[src/fpd_pkg.sv]
// shared constants and types for the flash protect / page / decode block
//Contract
// - program or erase aimed at a write-locked sector is dropped without effect.
// - verify reads of a locked sector return its stored data.
// - processor may read sector lock bits; its writes to them do nothing.
// - main lock status bit i covers main sector i; 1 means locked.
// - secondary status: bits 3..0 sector locks, bit 7 secured, 6..4 zero.
// - while secured, programmer and scan access to contents is refused.
// - secured flag clears only through a full device erase.
// - processor reads of flash stay working whatever the secured flag.
// - flash reset is one write cycle and returns to read-array mode.
// - flash reset may take milliseconds; processor waits for it.
// - flash reset during program or bulk erase is ignored.
// - flash reset during sector erase aborts it and returns to read-array.
// - 8-bit page register, read/write over data lines, offset E0h.
// - page register outputs clear to zero on reset.
// - page outputs feed the decode terms and are offered to general logic.
// - with power register zero bit 3 clear, arrays idle after 70 ns still.
// - five power-register bits block processor controls from the arrays.
// - decode makes 8 main and 4 secondary selects, three terms each; only term 0 is enabled, so terms 1 and 2 never match.
// - decode makes one select for the 256-byte control register block.
// - decode drives 3 external chip selects, one product term each.
// - decode makes a scan-select enabling scan use of shared port C pins; its only term is disabled, so scan_select_o stays zero.
// - logic arrays see a 64-signal input bus in the documented grouping.
package fpd_pkg;
    localparam int BUS_W = 64;
    localparam int TERMS = 3;
    localparam int N_MAIN = 8;
    localparam int N_SEC = 4;
    localparam int N_ECS = 3;
    // input bus field positions
    localparam int POS_ADDR = 0;
    localparam int POS_CTL = 16;
    localparam int POS_RST = 19;
    localparam int POS_PB = 20;
    localparam int POS_PC = 28;
    localparam int POS_PD = 36;
    localparam int POS_PG = 39;
    localparam int POS_MCA = 47;
    localparam int POS_MCB = 55;
    localparam int POS_RB = 63;
    // control register block offsets
    localparam logic [7:0] OFS_PAGE = 8'hE0;
    localparam logic [7:0] OFS_MAIN_LOCK = 8'hC0;
    localparam logic [7:0] OFS_SEC_LOCK = 8'hC2;
    localparam logic [7:0] OFS_PWR0 = 8'hB0;
    localparam logic [7:0] OFS_PWR2 = 8'hB4;
    localparam logic [7:0] PAGE_RST = 8'h00;
    localparam logic [7:0] PWR_RST = 8'h00;
    localparam int PWR0_TURBO_BIT = 3;
    localparam int SEC_SECURE_BIT = 7;
    // processor control lines
    localparam int CTL_WR_N = 0;
    localparam int CTL_RD_N = 1;
    // standby after the input bus stays still
    localparam int IDLE_NS = 70;
    localparam int CLK_PS = 8000;
    localparam int IDLE_CYC = (IDLE_NS * 1000 + CLK_PS - 1) / CLK_PS;
    // command kinds from the flash command sequencer
    localparam logic [1:0] CMD_RESET = 2'h0;
    localparam logic [1:0] CMD_PROG = 2'h1;
    localparam logic [1:0] CMD_SERASE = 2'h2;
    localparam logic [1:0] CMD_BERASE = 2'h3;
    typedef enum logic [2:0] {
        FST_IDLE = 3'h0,
        FST_PROG = 3'h1,
        FST_SERASE = 3'h3,
        FST_BERASE = 3'h2,
        FST_RESETTING = 3'h6
    } fpd_fst_e;
    // default decode: one term per select; index 0..7 main, 8..11 secondary,
    // 12 control block, 13 scan select, 14..16 external selects
    function automatic logic [63:0] dec_mask(input int idx);
        if (idx < N_MAIN) begin
            return (64'h1 << 15) | (64'h7 << POS_PG);
        end else if (idx < N_MAIN + N_SEC) begin
            return 64'h000000000000F000;
        end else if (idx == 13) begin
            return 64'h0000000000000000;
        end else begin
            return 64'h000000000000FF00;
        end
    endfunction
    function automatic logic [63:0] dec_match(input int idx);
        if (idx < N_MAIN) begin
            return (64'h1 << 15) | (64'(idx) << POS_PG);
        end else if (idx < N_MAIN + N_SEC) begin
            return 64'h0000000000004000 | (64'(idx - N_MAIN) << 12);
        end else if (idx == 12) begin
            return 64'h0000000000003F00;
        end else if (idx == 13) begin
            return 64'h0000000000000000;
        end else begin
            return 64'h0000000000003800 | (64'(idx - 14) << 8);
        end
    endfunction
endpackage

[src/fpd_term_select.sv]
// one decode select: OR of up to TERMS masked-compare product terms
`timescale 1ns/10ps
module fpd_term_select #(
    parameter int TERMS = 3,
    parameter logic [TERMS-1:0] TERM_EN = '0,
    parameter logic [TERMS*64-1:0] MASK = '0,
    parameter logic [TERMS*64-1:0] MATCH = '0
) (
    input wire logic [63:0] bus_i,
    output logic sel_o
);
    always_comb begin
        sel_o = 1'b0;
        for (int t = 0; t < TERMS; t++) begin
            if (TERM_EN[t] && ((bus_i & MASK[t*64 +: 64]) == MATCH[t*64 +: 64])) begin
                sel_o = 1'b1;
            end
        end
    end
endmodule

[src/fpd_top.sv]
// flash lock status, secured flag, flash reset control, page register and decode array
`timescale 1ns/10ps
module fpd_top
    import fpd_pkg::*;
#(
    parameter int IDLE_COUNT = fpd_pkg::IDLE_CYC
) (
    input wire logic sys_clk_i,
    input wire logic rst_i,
    // processor bus pins
    input wire logic [15:0] addr_i,
    input wire logic [7:0] data_i,
    input wire logic [2:0] processor_controls_i,
    output logic [7:0] data_o,
    output logic data_oe_o,
    // general ports seen by the logic arrays
    input wire logic [7:0] port_b_i,
    input wire logic [7:0] port_c_i,
    input wire logic [2:0] port_d_i,
    input wire logic [7:0] macrocell_group_a_feedback_i,
    input wire logic [7:0] macrocell_group_b_feedback_i,
    // nonvolatile lock and secured cells
    input wire logic [7:0] main_lock_nv_i,
    input wire logic [3:0] sec_lock_nv_i,
    input wire logic secure_nv_i,
    input wire logic full_device_erase_i,
    input wire logic programmer_req_i,
    output logic programmer_grant_o,
    // flash command sequencer, one pulse on the final write of a command
    input wire logic cmd_valid_i,
    input wire logic [1:0] cmd_kind_i,
    input wire logic array_done_i,
    output logic array_go_o,
    output logic [1:0] array_kind_o,
    output logic [11:0] array_sectors_o,
    output logic array_reset_o,
    output logic array_abort_o,
    output logic ready_busy_o,
    // decode array outputs
    output logic [7:0] main_sector_selects_o,
    output logic [3:0] secondary_sector_selects_o,
    output logic ctrl_block_select_o,
    output logic scan_select_o,
    output logic [2:0] external_chip_selects_o,
    output logic [7:0] page_outputs_o,
    output logic [63:0] logic_input_bus_o,
    output logic array_standby_o
);
    import fpd_pkg::*;

    typedef struct packed {
        logic [15:0] a1;
        logic [15:0] a2;
        logic [7:0] d1;
        logic [7:0] d2;
        logic [2:0] c1;
        logic [2:0] c2;
        logic [7:0] pb1;
        logic [7:0] pb2;
        logic [7:0] pc1;
        logic [7:0] pc2;
        logic [2:0] pd1;
        logic [2:0] pd2;
        logic wr_prev;
        logic in_reset;
        logic [7:0] page;
        logic [7:0] pwr0;
        logic [7:0] pwr2;
        logic [7:0] rdata;
        logic rd_oe;
        logic [7:0] fs;
        logic [3:0] bs;
        logic csio;
        logic scan;
        logic [2:0] ecs;
        logic [63:0] bus_prev;
        logic [7:0] idle_cnt;
        logic standby;
        logic loaded;
        logic secure;
        logic [7:0] main_lock;
        logic [3:0] sec_lock;
        fpd_fst_e st;
        logic go;
        logic [1:0] kind;
        logic [11:0] sect;
        logic arr_reset;
        logic arr_abort;
    } fpd_state_s;

    fpd_state_s r;
    fpd_state_s next_r;

    logic [63:0] bus;
    logic [16:0] dec;
    logic [2:0] ctl_in;
    logic [2:0] pd_in;
    logic [11:0] hit;
    logic [11:0] locks;

    // blocked controls enter the arrays as constant zero; the register
    // access path still uses the real strobes
    always_comb begin
        ctl_in = r.c2 & ~r.pwr2[2:0];
        pd_in = {r.pd2[2], r.pd2[1:0] & ~r.pwr2[4:3]};
    end

    // the 64-signal input bus shared by both arrays
    always_comb begin
        bus = '0;
        bus[POS_ADDR +: 16] = r.a2;
        bus[POS_CTL +: 3] = ctl_in;
        bus[POS_RST] = r.in_reset;
        bus[POS_PB +: 8] = r.pb2;
        bus[POS_PC +: 8] = r.pc2;
        bus[POS_PD +: 3] = pd_in;
        bus[POS_PG +: 8] = r.page;
        bus[POS_MCA +: 8] = macrocell_group_a_feedback_i;
        bus[POS_MCB +: 8] = macrocell_group_b_feedback_i;
        bus[POS_RB] = (r.st != FST_IDLE);
    end

    // 8 main, 4 secondary, control block, scan select, 3 external selects
    genvar g;
    generate
        for (g = 0; g < 17; g++) begin : g_sel
            // single-term selects get exactly 64-bit vectors, no silent truncation
            if (g >= 12) begin : g_one
                fpd_term_select #(
                    .TERMS(1),
                    .TERM_EN((g == 13) ? 1'b0 : 1'b1),
                    .MASK(dec_mask(g)),
                    .MATCH(dec_match(g))
                ) u_sel (
                    .bus_i(bus),
                    .sel_o(dec[g])
                );
            end else begin : g_three
                fpd_term_select #(
                    .TERMS(TERMS),
                    .TERM_EN(3'h1),
                    .MASK({128'h0, dec_mask(g)}),
                    .MATCH({128'h0, dec_match(g)})
                ) u_sel (
                    .bus_i(bus),
                    .sel_o(dec[g])
                );
            end
        end
    endgenerate

    always_comb begin
        hit = {r.bs, r.fs};
        locks = {r.sec_lock, r.main_lock};
    end

    always_comb begin
        logic wr_done;
        logic reg_hit;
        logic [7:0] ofs;
        logic [11:0] arr_all;
        wr_done = 1'b0;
        reg_hit = 1'b0;
        ofs = 8'h00;
        arr_all = 12'h000;
        next_r = r;
        // pin inputs pass two flops before use
        next_r.a1 = addr_i;
        next_r.a2 = r.a1;
        next_r.d1 = data_i;
        next_r.d2 = r.d1;
        next_r.c1 = processor_controls_i;
        next_r.c2 = r.c1;
        next_r.pb1 = port_b_i;
        next_r.pb2 = r.pb1;
        next_r.pc1 = port_c_i;
        next_r.pc2 = r.pc1;
        next_r.pd1 = port_d_i;
        next_r.pd2 = r.pd1;
        next_r.in_reset = 1'b0;
        next_r.wr_prev = r.c2[CTL_WR_N];
        next_r.go = 1'b0;
        next_r.arr_reset = 1'b0;
        next_r.arr_abort = 1'b0;

        // lock cells are mirrored; there is no write path into them
        next_r.main_lock = main_lock_nv_i;
        next_r.sec_lock = sec_lock_nv_i;
        next_r.loaded = 1'b1;
        if (!r.loaded) begin
            next_r.secure = secure_nv_i;
        end else if (full_device_erase_i) begin
            next_r.secure = 1'b0;
        end

        // standby: turbo off and bus still for the idle time; selects hold
        if (bus != r.bus_prev) begin
            next_r.idle_cnt = 8'h00;
            next_r.standby = 1'b0;
        end else if (r.idle_cnt < 8'(IDLE_COUNT)) begin
            next_r.idle_cnt = r.idle_cnt + 8'h01;
        end else begin
            next_r.standby = ~r.pwr0[PWR0_TURBO_BIT];
        end
        next_r.bus_prev = bus;
        // a bus change wakes the selects on the same edge, so latency stays fixed
        if (!r.standby || bus != r.bus_prev) begin
            next_r.fs = dec[7:0];
            next_r.bs = dec[11:8];
            next_r.csio = dec[12];
            next_r.scan = dec[13];
            next_r.ecs = dec[16:14];
        end

        // register block: write lands on the trailing edge of the write strobe
        reg_hit = r.csio;
        ofs = r.a2[7:0];
        wr_done = r.c2[CTL_WR_N] && !r.wr_prev;
        if (wr_done && reg_hit) begin
            case (ofs)
                OFS_PAGE: next_r.page = r.d2;
                OFS_PWR0: next_r.pwr0 = r.d2;
                OFS_PWR2: next_r.pwr2 = r.d2;
                default: next_r.page = r.page;  // lock registers ignore writes
            endcase
        end
        next_r.rd_oe = reg_hit && !r.c2[CTL_RD_N];
        case (ofs)
            OFS_PAGE: next_r.rdata = r.page;
            OFS_MAIN_LOCK: next_r.rdata = r.main_lock;
            OFS_SEC_LOCK: next_r.rdata = {r.secure, 3'h0, r.sec_lock};
            OFS_PWR0: next_r.rdata = r.pwr0;
            OFS_PWR2: next_r.rdata = r.pwr2;
            default: next_r.rdata = 8'h00;
        endcase

        // flash command control; array reads are never gated here
        arr_all = (|r.fs) ? 12'h0FF : 12'hF00;
        case (r.st)
            FST_IDLE: begin
                if (cmd_valid_i) begin
                    if (cmd_kind_i == CMD_RESET) begin
                        next_r.arr_reset = 1'b1;
                        next_r.st = FST_RESETTING;
                    end else if (cmd_kind_i == CMD_BERASE) begin
                        if ((|hit) && !(|(arr_all & locks))) begin
                            next_r.go = 1'b1;
                            next_r.kind = cmd_kind_i;
                            next_r.sect = arr_all;
                            next_r.st = FST_BERASE;
                        end
                    end else if ((|hit) && !(|(hit & locks))) begin
                        next_r.go = 1'b1;
                        next_r.kind = cmd_kind_i;
                        next_r.sect = hit;
                        next_r.st = (cmd_kind_i == CMD_PROG) ? FST_PROG : FST_SERASE;
                    end
                end
            end
            FST_PROG, FST_BERASE: begin
                // a reset arriving here is dropped
                if (array_done_i) begin
                    next_r.st = FST_IDLE;
                end
            end
            FST_SERASE: begin
                if (cmd_valid_i && cmd_kind_i == CMD_RESET) begin
                    next_r.arr_abort = 1'b1;
                    next_r.st = FST_RESETTING;
                end else if (array_done_i) begin
                    next_r.st = FST_IDLE;
                end
            end
            FST_RESETTING: begin
                // busy stays up for however long the array needs
                if (array_done_i) begin
                    next_r.st = FST_IDLE;
                end
            end
            default: next_r.st = FST_IDLE;
        endcase
    end

    always_ff @(posedge sys_clk_i or posedge rst_i) begin
        if (rst_i) begin
            r <= '0;
            r.in_reset <= 1'b1;
            r.wr_prev <= 1'b1;
            r.c1 <= 3'h7;
            r.c2 <= 3'h7;
            r.page <= PAGE_RST;
            r.pwr0 <= PWR_RST;
            r.pwr2 <= PWR_RST;
            r.st <= FST_IDLE;
        end else begin
            r <= next_r;
        end
    end

    // verify reads of locked sectors go through the normal array read path
    assign main_sector_selects_o = r.fs;
    assign secondary_sector_selects_o = r.bs;
    assign ctrl_block_select_o = r.csio;
    assign scan_select_o = r.scan;
    assign external_chip_selects_o = r.ecs;
    assign page_outputs_o = r.page;
    assign logic_input_bus_o = r.bus_prev;
    assign array_standby_o = r.standby;
    assign data_o = r.rdata;
    assign data_oe_o = r.rd_oe;
    assign programmer_grant_o = programmer_req_i && r.loaded && !r.secure;
    assign array_go_o = r.go;
    assign array_kind_o = r.kind;
    assign array_sectors_o = r.sect;
    assign array_reset_o = r.arr_reset;
    assign array_abort_o = r.arr_abort;
    assign ready_busy_o = (r.st != FST_IDLE);
endmodule

[config.mk]
export PLATFORM = sky130hd
export DESIGN_NAME = fpd_top
export DESIGN_NICKNAME = d
export VERILOG_FILES = /design/src/fpd_pkg.sv /design/src/fpd_term_select.sv /design/src/fpd_top.sv
export SDC_FILE = /design/constraint.sdc
export NUM_CORES = 1
export LEC_CHECK = 0
export BUFFER_PORTS_ARGS = -buffer_cell sky130_fd_sc_hd__buf_4
export CORE_UTILIZATION = 35
export CTS_BUF_LIST = sky130_fd_sc_hd__clkbuf_2
export DETAILED_ROUTE_END_ITERATION = 12
export GPL_TIMING_DRIVEN = 1
export PLACE_DENSITY = 0.56
export SLEW_MARGIN = 20
export SYNTH_ARGS = -nofsm -noshare
export SYNTH_HDL_FRONTEND = slang
export SYNTH_HIERARCHICAL = 1
export SYNTH_SLANG_ARGS = --single-unit
[constraint.sdc]
create_clock -name sys_clk_i -period 8.5 [get_ports sys_clk_i]
set_input_delay 0.425 -clock sys_clk_i [delete_from_list [all_inputs] [get_ports sys_clk_i]]
set_output_delay 0.425 -clock sys_clk_i [all_outputs]
set_load 0.03 [all_outputs]
==> results of run 1 <==
## layout make-up
cell class | count | area, sq um | share of cell area
sequential | 251 | 6290 | 0.508
inverter | 11 | 48.8 | 0.00394
clock inverter | 18 | 110 | 0.00888
clock buffer | 102 | 510 | 0.0412
antenna | 1 | 2.50 | 0.000202
tap | 378 | 473 | 0.0382
multi-input combinational | 318 | 2630 | 0.212
timing repair buffer | 284 | 2330 | 0.188
## layout by cell type, fill, tap and decap left out, types with 14 or more instances in the layout
cell           Yosys  final
a21oi_1           21     21
a22oi_1           17     17
buf_4            111    204
clkbuf_2           0    102
dfrtp_1          243    243
dlygate4sd3_1      0     80
mux2_2            31     31
nand2_1           23     23
nor2_1            18     18
nor4_1            14     14
xor2_1            53     53
## Yosys cell counts (3+ instances only)
master / number
ha_1: 6
and4b_1: 5
inv_1: 11
xor2_1: 53
or4_1: 3
dfstp_2: 8
nand2_1: 23
buf_6: 4
a222oi_1: 5
a21oi_2: 7
mux2_2: 31
dfrtp_1: 243
xnor2_1: 11
nand2b_1: 7
and2_1: 4
a22oi_1: 17
o21ai_0: 3
nor3_1: 4
a21oi_1: 21
mux2_4: 10
conb_1: 3
and4bb_2: 5
nor4_1: 14
and3_1: 5
nor2_1: 18
nor4_2: 9
nand4_1: 5
nand4b_1: 3
buf_4: 111
nor2b_1: 4
nor2_2: 8
## critical path, cell delays in order, from the launching register on
cell	delay, ns
dfrtp_1	0.76
xor2_1	0.14
nor4_1	0.51
nand4_1	0.22
nor3_4	0.31
nand3_4	0.35
mux2_4	0.40
## power by group through the flow
stage	sequential [uW]	clock, uW	combinational, uW
6_report	1310	849	322
5_1_grt	1320	962	348
4_1_cts	1310	900	327
3_5_place_dp	1340	0	296
3_3_place_gp	1330	0	294
2_1_floorplan	1320	0	231
## per-layer routing
metal	share of wire	track usage	vias to the layer above	wire, um
met2	0.50	0.260	189	11300
met5	0	0	-	0
met4	0.016	0.0666	0	357
met1	0.42	0.202	2947	9460
met3	0.071	0.0550	35	1620
li1	-	-	2807	-
## per-stage QoR
step | cell area [sq um] | cells | utilization | total power, uW | hold slack, ns
after CTS | 12400 | 1362 | 0.447 | 2540 | 0.0231
after detailed placement | 11000 | 1162 | 0.396 | 1630 | 0.335
after floorplan | 9850 | 697 | - | 1550 | 0.331
after global routing | 12400 | 1363 | 0.447 | 2630 | 0.113
final | 12400 | 1363 | 0.447 | 2480 | 0.157
after global placement | 11000 | 1162 | 0.396 | 1630 | 0.332
## worst paths after layout
check | start | to | slack [ns] | cells past startpoint
worst max-delay path | bus[15] | secondary_sector_selects_o[3] | 5.65 | 6
worst min-delay path | cmd_valid_i | r[17] | 0.16 | 5
worst max register to register | bus[15] | secondary_sector_selects_o[3] | 5.65 | 6
worst min register to register | next_r[232] | bus[13] | 0.33 | 0
max in group asynchronous | rst_i | data_o[6] | 6.67 | 4
min in group asynchronous | rst_i | logic_input_bus_o[49] | 0.37 | 3
## cell families after synthesis
| logic type | synth area share |
|---|---|
| buffers and inverters | 0.0943 |
| XOR/XNOR | 0.0569 |
| other | 0.00114 |
| multiplexers | 0.0530 |
| AND/OR/NAND/NOR | 0.0958 |
| flip-flops | 0.639 |
| adder cells (fa/ha/maj) | 0.00762 |
| AO/OA/AOI/OAI | 0.0522 |
## sequential cells by signal, indices dropped and copies added (netlist names), 2 cells and up
name                        count
r                              42
page_outputs_o                  8
bus                            34
logic_input_bus_o              64
external_chip_selects_o         3
array_sectors_o                12
array_kind_o                    2
next_r                         47
data_o                          8
locks                          12
main_sector_selects_o           8
secondary_sector_selects_o      4
==> metrics, run 1 <==
status=finished clean; post-route setup TNS=0 ns; ys async rst share=1.00; CTS H-tree lvls=3; total CTS buffers=69; CTS tree=done; register share of total power=0.528; WL/cell=16.7 um; row count=61; critical path class=flop to flop; min-delay worst type=primary input to flop; Layout area overhead=25.9%; final setup vio count=0; Avg Cell Area, Syn=14.1 sq um; share of power burned in combinational logic=0.130; syn nets=786; # port buffers=200; final WL=22.7 mm; GRT Total Usage=0.163; initial antenna violation count=1; final-report hold violation count=0; Post-Syn Area=9850 sq um; Psw=728 uW; clk slew on worst S/H paths=0.11 ns; fmax=351 MHz; Post-synth EDFFs=0; antenna viol nets, final=0; die area=slightly below 30000 sq um; Via density=4.39; grt ovf=0; post_cts resized=0; Final WS setup=between 5 and 6 ns; setup bufs post-CTS=0; Clock Skews=0.0778 ns; nets=1024; first-pass GRT wire length=35.2 mm; Yosys cell types=60; root buf cell=clkbuf_2; core area=roughly 28000 sq um; Seq/Total Area, Yosys=0.639; initial DRC count=340; total number of vias=5978; Die H=170 um; Crit. End Element=flop; CTS max path bufs=3; cells after synthesis=697; peak supply drop=89.3 uV; CTS Hold Bufs=80; Sw Ratio=0.293; Chip Width=approximately 170 um; RSZ-0062 raised after global routing=false; maximum number of pins on one net before global-route repair=around 130; Critical Path AT=3.46 ns; Tmin final=2.85 ns; Synth area leaders=dfrtp_1 (62%), buf_4 (8.5%), xor2_1 (4.7%); worst-skew pair later-pin latency=approximately 0.8 ns; pwr dens=around 200 nW/um^2; initial core utilization=0.355; # IOs=201; actual slew at the worst max-slew pin=between 1 and 1.5 ns; #FFs+latches synth=around 250; max_slew headroom=0.293; Post-Place Setup Slack=between 5 and 6 ns; MaxCap Viol Count=0; clk sinks=251; share of layout cells above drive strength 1=0.414; hpwl dp=between 15 and 20 mm; Cell Int Power=1750 uW; TritonRoute pass-1 iters=6; Worst setup SP type=flop; Layout fillers=2643; vias in the first global route=6384; leakage=0.00603 uW; crit-path max FO=18; area share of the largest cell type after synthesis=0.618; Yosys warnings=6; Clock power frac=0.342; Slew Viols, Final=0; ys flop type=dfrtp_1; gpl congestion=0.784; DRC Markers=0; Final Cycle Share=0.335; CP required=9.11 ns; dominant cell type by area after synthesis=dfrtp_1
(Power assumes the default switching activity.)
==> inputs of run 2 (changes only) <==
--- a/config.mk
+++ b/config.mk
@@ -5,12 +5,13 @@
 export SDC_FILE = /design/constraint.sdc
 export NUM_CORES = 1
 export LEC_CHECK = 0
+export ABC_AREA = 1
 export BUFFER_PORTS_ARGS = -buffer_cell sky130_fd_sc_hd__buf_4
 export CORE_UTILIZATION = 35
 export CTS_BUF_LIST = sky130_fd_sc_hd__clkbuf_2
 export DETAILED_ROUTE_END_ITERATION = 12
 export GPL_TIMING_DRIVEN = 1
-export PLACE_DENSITY = 0.56
+export PLACE_DENSITY = 0.58
 export SLEW_MARGIN = 20
 export SYNTH_ARGS = -nofsm -noshare
 export SYNTH_HDL_FRONTEND = slang
==> constraint.sdc (replaced) <==
create_clock -name sys_clk_i -period 2.6 [get_ports sys_clk_i]
set_input_delay 0.13 -clock sys_clk_i [delete_from_list [all_inputs] [get_ports sys_clk_i]]
set_output_delay 0.13 -clock sys_clk_i [all_outputs]
set_load 0.03 [all_outputs]
==> metrics, run 2 <==
status=finished clean (unchanged); Synth Area in Simple Gates=0.209 (was 0.0958); antenna viol nets, final=0 (unchanged); Synth area leaders=dfrtp_1 (58%), nand2_1 (9.9%), buf_4 (8.0%) (was dfrtp_1 (62%), buf_4 (8.5%), xor2_1 (4.7%)); post-synthesis mux area share=0 (was 0.0530); CTS max path bufs=3 (unchanged); Final WS setup=0.220 ns (was 5.65 ns); # IOs=201 (unchanged); Post-Place Setup Slack=0.346 ns (was 5.63 ns); initial antenna violation count=1 (unchanged); worst-skew pair later-pin latency=0.82 ns (was 0.80 ns); dominant cell type by area after synthesis=dfrtp_1 (unchanged); Critical Path AT=3.10 ns (was 3.46 ns); min-delay worst type=primary input to flop (unchanged); Post-synth EDFFs=0 (unchanged); max reg flops=64 (unchanged); root buf cell=clkbuf_2 (unchanged); metal2 WL=12.1 mm (was 11.3 mm); peak supply drop=299 uV (was 89.3 uV); share of layout cells above drive strength 1=0.265 (was 0.414); commonest cells after routing, fill and taps aside=nand2_1 (278), dfrtp_1 (243), buf_4 (222) (was dfrtp_1 (243), buf_4 (204), clkbuf_2 (102)); Synth Area in Compound Gates=0.0243 (was 0.0522); #FFs+latches synth=251 (unchanged); Slew Viols, Final=0 (unchanged); Worst R2R Start=main_sector_selects_o[2] (was bus[15]); Clock Skews=0.0551 ns (was 0.0778 ns); area share of the largest cell type after synthesis=0.578 (was 0.618); setup slack, reg-to-reg=0.22 ns (was 5.65 ns); wl on met1=10.9 mm (was 9.46 mm); Critical path origin=main_sector_selects_o[2] (was bus[15]); Fin Hold WS=0.152 ns (was 0.157 ns); top-count cell post-synth=nand2_1 (was dfrtp_1); ys async rst share=1.00 (unchanged); hpwl dp=17.2 mm (was 15.6 mm); first-pass GRT wire length=41.0 mm (was 35.2 mm); gpl congestion=0.796 (was 0.784); Seq/Total Area, Yosys=0.598 (was 0.639); Post-Syn Area=10500 sq um (was 9850 sq um); most common cell after layout, fill and taps aside=nand2_1 (was dfrtp_1); GRT Total Usage=0.169 (was 0.163); leakage=0.00744 uW (was 0.00603 uW); nets=1500 (was 1024); Post-synth top cells=nand2_1 (278), dfrtp_1 (243), buf_4 (112), inv_1 (107), nor2_1 (99) (was dfrtp_1 (243), buf_4 (111), xor2_1 (53), mux2_2 (31), nand2_1 (23)); Yosys warnings=6 (unchanged); total CTS buffers=70 (was 69); RSZ-0062 raised after global routing=false (unchanged); # port buffers=200 (unchanged); actual slew at the worst max-slew pin=0.921 ns (was 1.05 ns); maximum number of pins on one net before global-route repair=39 (was 125); setup bufs post-CTS=0 (unchanged); DRC Markers=0 (unchanged); WL/cell=13.5 um (was 16.7 um); CP required=3.32 ns (was 9.11 ns); ys flop type=dfrtp_1 (unchanged); CTS tree=done (unchanged); grt ovf=0 (unchanged); CTS H-tree lvls=3 (unchanged); max_slew headroom=0.385 (was 0.293); total number of vias=7878 (was 5978); core area=29600 sq um (was 27700 sq um); cells after synthesis=1075 (was 697); Chip Width=175 um (was 170 um); reg2reg path depth=10 (was 6); syn nets=1164 (was 786); Critical Path Sink=array_kind_o[1] (was secondary_sector_selects_o[3]); Worst setup SP type=flop (unchanged); die area=30800 sq um (was 28800 sq um); pwr dens=567 nW/um^2 (was 200 nW/um^2); largest family of logic cells by synthesized area=simple AND/OR/NAND/NOR gates (unchanged); Yosys cell types=36 (was 60); MaxCap Viol Count=0 (unchanged); TritonRoute pass-1 iters=6 (unchanged); clk sinks=251 (unchanged); initial DRC count=389 (was 340); clk slew on worst S/H paths=0.09 ns (was 0.11 ns); RR Endpoint=array_kind_o[1] (was secondary_sector_selects_o[3]); row count=63 (was 61); final WL=25.1 mm (was 22.7 mm); metal3 WL=1.45 mm (was 1.62 mm); Via density=4.24 (was 4.39); Tmin final=2.38 ns (was 2.85 ns); Die H=175 um (was 170 um); Post-Synth XOR/XNOR Area=0.0341 (was 0.0569); crit-path max FO=15 (was 18); final-report hold violation count=0 (unchanged); vias in the first global route=8116 (was 6384); critical path class=flop to flop (unchanged); Crit. End Element=flop (unchanged); Final Cycle Share=0.916 (was 0.335); Layout area overhead=34.4% (was 25.9%); final setup vio count=0 (unchanged); area share of fa/ha/maj cells after synthesis=0.00714 (was 0.00762); fmax=420 MHz (was 351 MHz); Max Used Layer=met4 (unchanged); Avg Cell Area, Syn=9.78 sq um (was 14.1 sq um); initial core utilization=0.355 (about the same)
## run 2: changes by cell type after synthesis, moves of 10 or more
cell / change
mux2_4: -10
nor2_1: +81
mux2_2: -31
inv_1: +96
nor4_1: -12
o21ai_0: +16
xor2_1: -13
xnor2_1: -10
nand2_1: +255
nand3_1: +42
nand4_1: +33
a22oi_1: -17
## run 2: cell families after synthesis
logic type,Yosys count
adder cells (fa/ha/maj),6
other,3
flip-flops,251
AO/OA/AOI/OAI,43
XOR/XNOR,41
AND/OR/NAND/NOR,497
buffers and inverters,234
## run 2: metal layers
| layer | GRT usage | vias up |
|---|---|---|
| met3 | 0.0455 | 53 |
| met1 | 0.207 | 3667 |
| met2 | 0.281 | 212 |
| li1 | - | 3946 |
| met5 | 0 | - |
| met4 | 0.0699 | 0 |
## run 2: layout make-up
cell class | count | area, sq um
antenna | 1 | 2.50
multi-input combinational | 590 | 2900
sequential | 251 | 6290
timing repair buffer | 388 | 3380
clock buffer | 105 | 526
clock inverter | 21 | 139
tap | 390 | 488
inverter | 110 | 417
fill | 2873 | 15500
## run 2: repair_timing
action | CTS | global route
gates resized for setup | 0 | 0
setup endpoints to repair | 0 | 0
hold endpoints to repair | 297 | 0
hold buffers | 161 | 0
## run 2: per-stage QoR
stage	TNS [ns]	instance area [sq um]	instances	total power, uW	utilization
2_1_floorplan	-200.51	10500	1075	4750	-
3_3_place_gp	0	11900	1568	5000	0.400
6_report	0	14100	1856	8020	0.477
4_1_cts	0	14100	1855	8210	0.477
5_1_grt	0	14100	1856	8490	0.477
3_5_place_dp	0	11900	1568	5020	0.400
## run 2: critical path: stages (launching register included)
cell	delay, ns
dfrtp_1	0.45
nor2_1	0.13
nand4_1	0.17
inv_1	0.13
nand2_1	0.29
nand3_1	0.20
nand3_2	0.08
buf_4	0.20
nand3_1	0.07
dlygate4sd3_1	0.54
nand2_1	0.05
## run 2: how the worst min path moves through the flow
stage / from / endpoint / slack (ns) / cells after the start
after floorplan: processor_controls_i[0] / next_r[197] / 0.13 / 0
after global placement: port_b_i[0] / next_r[181] / 0.24 / 1
after detailed placement: processor_controls_i[0] / next_r[197] / 0.24 / 1
after CTS: secure_nv_i / r[32] / 0.06 / 4
after global routing: secure_nv_i / r[32] / 0.08 / 4
final: secure_nv_i / r[32] / 0.15 / 4
## run 2: where the power goes
part	switching (uW)	internal [uW]
logic	494	453
registers	113	4060
clock network	1630	1270
total	2230	5790
==> inputs of run 3 (changes only) <==
--- a/config.mk
+++ b/config.mk
@@ -5,7 +5,7 @@
 export SDC_FILE = /design/constraint.sdc
 export NUM_CORES = 1
 export LEC_CHECK = 0
-export ABC_AREA = 1
+export ABC_AREA = 0
 export BUFFER_PORTS_ARGS = -buffer_cell sky130_fd_sc_hd__buf_4
 export CORE_UTILIZATION = 35
 export CTS_BUF_LIST = sky130_fd_sc_hd__clkbuf_2
==> metrics, run 3 (synthesis gave the netlist of run 1 again) <==
worst-skew pair later-pin latency=0.82 ns (about the same); Clock Skews=0.0851 ns (was 0.0551 ns); vias in the first global route=7057 (was 8116); critical path class=flop to flop (unchanged); antenna viol nets, final=0 (unchanged); commonest cells after routing, fill and taps aside=dfrtp_1 (243), buf_4 (226), dlygate4sd3_1 (159) (was nand2_1 (278), dfrtp_1 (243), buf_4 (222)); worst hold start=cmd_kind_i[0] (was secure_nv_i); total CTS buffers=69 (was 70); Tmin final=2.42 ns (was 2.38 ns); peak supply drop=389 uV (was 299 uV); Chip Width=170 um (was 175 um); first-pass GRT wire length=38.4 mm (was 41.0 mm); min-delay worst type=primary input to flop (unchanged); status=finished clean (unchanged); RR Endpoint=main_sector_selects_o[7] (was array_kind_o[1]); actual slew at the worst max-slew pin=0.705 ns (was 0.921 ns); initial core utilization=0.355 (about the same); row count=61 (was 63); grt ovf=0 (unchanged); fmax=412 MHz (was 420 MHz); worst path cell trace=xor2_1 > nor4_1 > nand4_1 > nor2_2 > nand3_4 > mux2_4 (was nor2_1 > nand4_1 > inv_1 > nand2_1 > nand3_1 > nand3_2 > buf_4 > nand3_1 > dlygate4sd3_1 > nand2_1); CTS H-tree lvls=3 (unchanged); Placed Area=11200 sq um (was 11900 sq um); WL/cell=16.7 um (was 13.5 um); final instance area=13400 sq um (was 14100 sq um); Slowest-stage cell, CP=dfrtp_1 (was dlygate4sd3_1); WP buf/inv=0 (was 3); Final WS setup=0.175 ns (was 0.220 ns); Hold Crit Depth=3 (was 4); Critical Path AT=3.05 ns (was 3.10 ns); Worst setup SP type=flop (unchanged); Critical path origin=page_outputs_o[3] (was main_sector_selects_o[2]); CTS max path bufs=3 (unchanged); clk slew on worst S/H paths=0.09 ns (about the same); Via density=4.38 (was 4.24); core area=27700 sq um (was 29600 sq um); crit-path max cell delay=0.49 ns (was 0.54 ns); RSZ-0062 raised after global routing=false (unchanged); die area=28800 sq um (was 30800 sq um); Layout area overhead=36.4% (was 34.4%); CP required=3.23 ns (was 3.32 ns); most common cell after layout, fill and taps aside=dfrtp_1 (was nand2_1); max reg flops=64 (unchanged); root buf cell=clkbuf_2 (unchanged); post-route setup TNS=0 ns (unchanged); gpl congestion=0.788 (was 0.796); pwr dens=614 nW/um^2 (was 567 nW/um^2); Worst R2R Start=page_outputs_o[3] (was main_sector_selects_o[2]); initial antenna violation count=1 (unchanged); GRT Total Usage=0.176 (was 0.169); final setup vio count=0 (unchanged); reg2reg path depth=6 (was 10); Hold EP=array_kind_o[0] (was r[32]); Core Util, Final=0.485 (was 0.477); share of layout cells above drive strength 1=0.404 (was 0.265); crit-path max FO=17 (was 15); DRC Markers=0 (unchanged); nets=1128 (was 1500); Slew Viols, Final=0 (unchanged); maximum number of pins on one net before global-route repair=89 (was 39); CTS tree=done (unchanged); initial DRC count=321 (was 389); max_slew headroom=0.526 (was 0.385); # port buffers=200 (unchanged); # IOs=201 (unchanged); hpwl dp=16.8 mm (was 17.2 mm); leakage=0.00652 uW (was 0.00744 uW); Post-Place Setup Slack=0.113 ns (was 0.346 ns); MaxCap Viol Count=0 (unchanged); clk sinks=251 (unchanged); final-report hold violation count=0 (unchanged); total number of vias=6441 (was 7878); setup slack, reg-to-reg=0.18 ns (was 0.22 ns); Final Cycle Share=0.933 (was 0.916); final WL=24.5 mm (was 25.1 mm); cell family with most CP delay=simple AND/OR/NAND/NOR gates (unchanged); Crit. End Element=flop (unchanged); TritonRoute pass-1 iters=4 (was 6); Die H=170 um (was 175 um); WP depth=6 (was 10)
## run 3: cell count changes in the layout (fill, tap and decap cells not counted), moves of 11 or more
cell     change
a22oi_1     +17
inv_1       -96
mux2_2      +31
nand2_1    -255
nand3_1     -42
nand4_1     -33
nor2_1      -81
nor4_2      +11
o21ai_0     -16
xor2_1      +13
## run 3: power breakdown
group,internal (uW),total (uW),switching [uW]
Combinational,564,1190,626
Sequential,4120,4280,158
Clock,1130,2770,1640
Total,5810,8240,2430
## run 3: final cells by class
type	count	area (sq um)
fill	2483	14300
sequential	251	6290
tap	378	473
clock inverter	14	78.8
clock buffer	110	551
timing repair buffer	388	3350
inverter	11	45.0
multi-input combinational	318	2640
antenna	1	2.50
## run 3: worst max path at each step
| stage | endpoint | slack [ns] |
|---|---|---|
| 6_report | main_sector_selects_o[7] | 0.18 |
| 3_5_place_dp | main_sector_selects_o[7] | 0.11 |
| 5_1_grt | array_sectors_o[7] | 0.04 |
| 3_3_place_gp | main_sector_selects_o[7] | 0.03 |
| 4_1_cts | main_sector_selects_o[7] | 0.02 |
| 2_1_floorplan | array_abort_o | -0.83 |
## run 3: layer usage
metal	vias to the layer above	part of all wire	wire [um]	GRT usage
met3	36	0.054	1320	0.0427
met4	0	0.020	495	0.0772
met5	-	0	0	0
li1	3033	-	-	-
met1	3187	0.42	10400	0.218
met2	185	0.50	12300	0.294
## run 3: what timing repair did
action | in CTS | in global routing
hold endpoints to repair | 329 | 0
hold buffers | 159 | 0
endpoints found under the setup margin | 0 | 5
gates resized for setup | 0 | 2
buffers inserted | 0 | 0
## run 3: worst min-delay path: stages
cell and delay, ns:
dlygate4sd3_1 0.53, buf_4 0.13, mux2_1 0.12
## run 3: through the flow
stage               hold WS, ns  power (uW)  cells
global placement          0.147        5350   1187
floorplan                 0.134        5070    697
CTS                      0.0426        8390   1470
detailed placement        0.160        5370   1187
global route              0.115        8730   1471
finish                    0.141        8240   1471
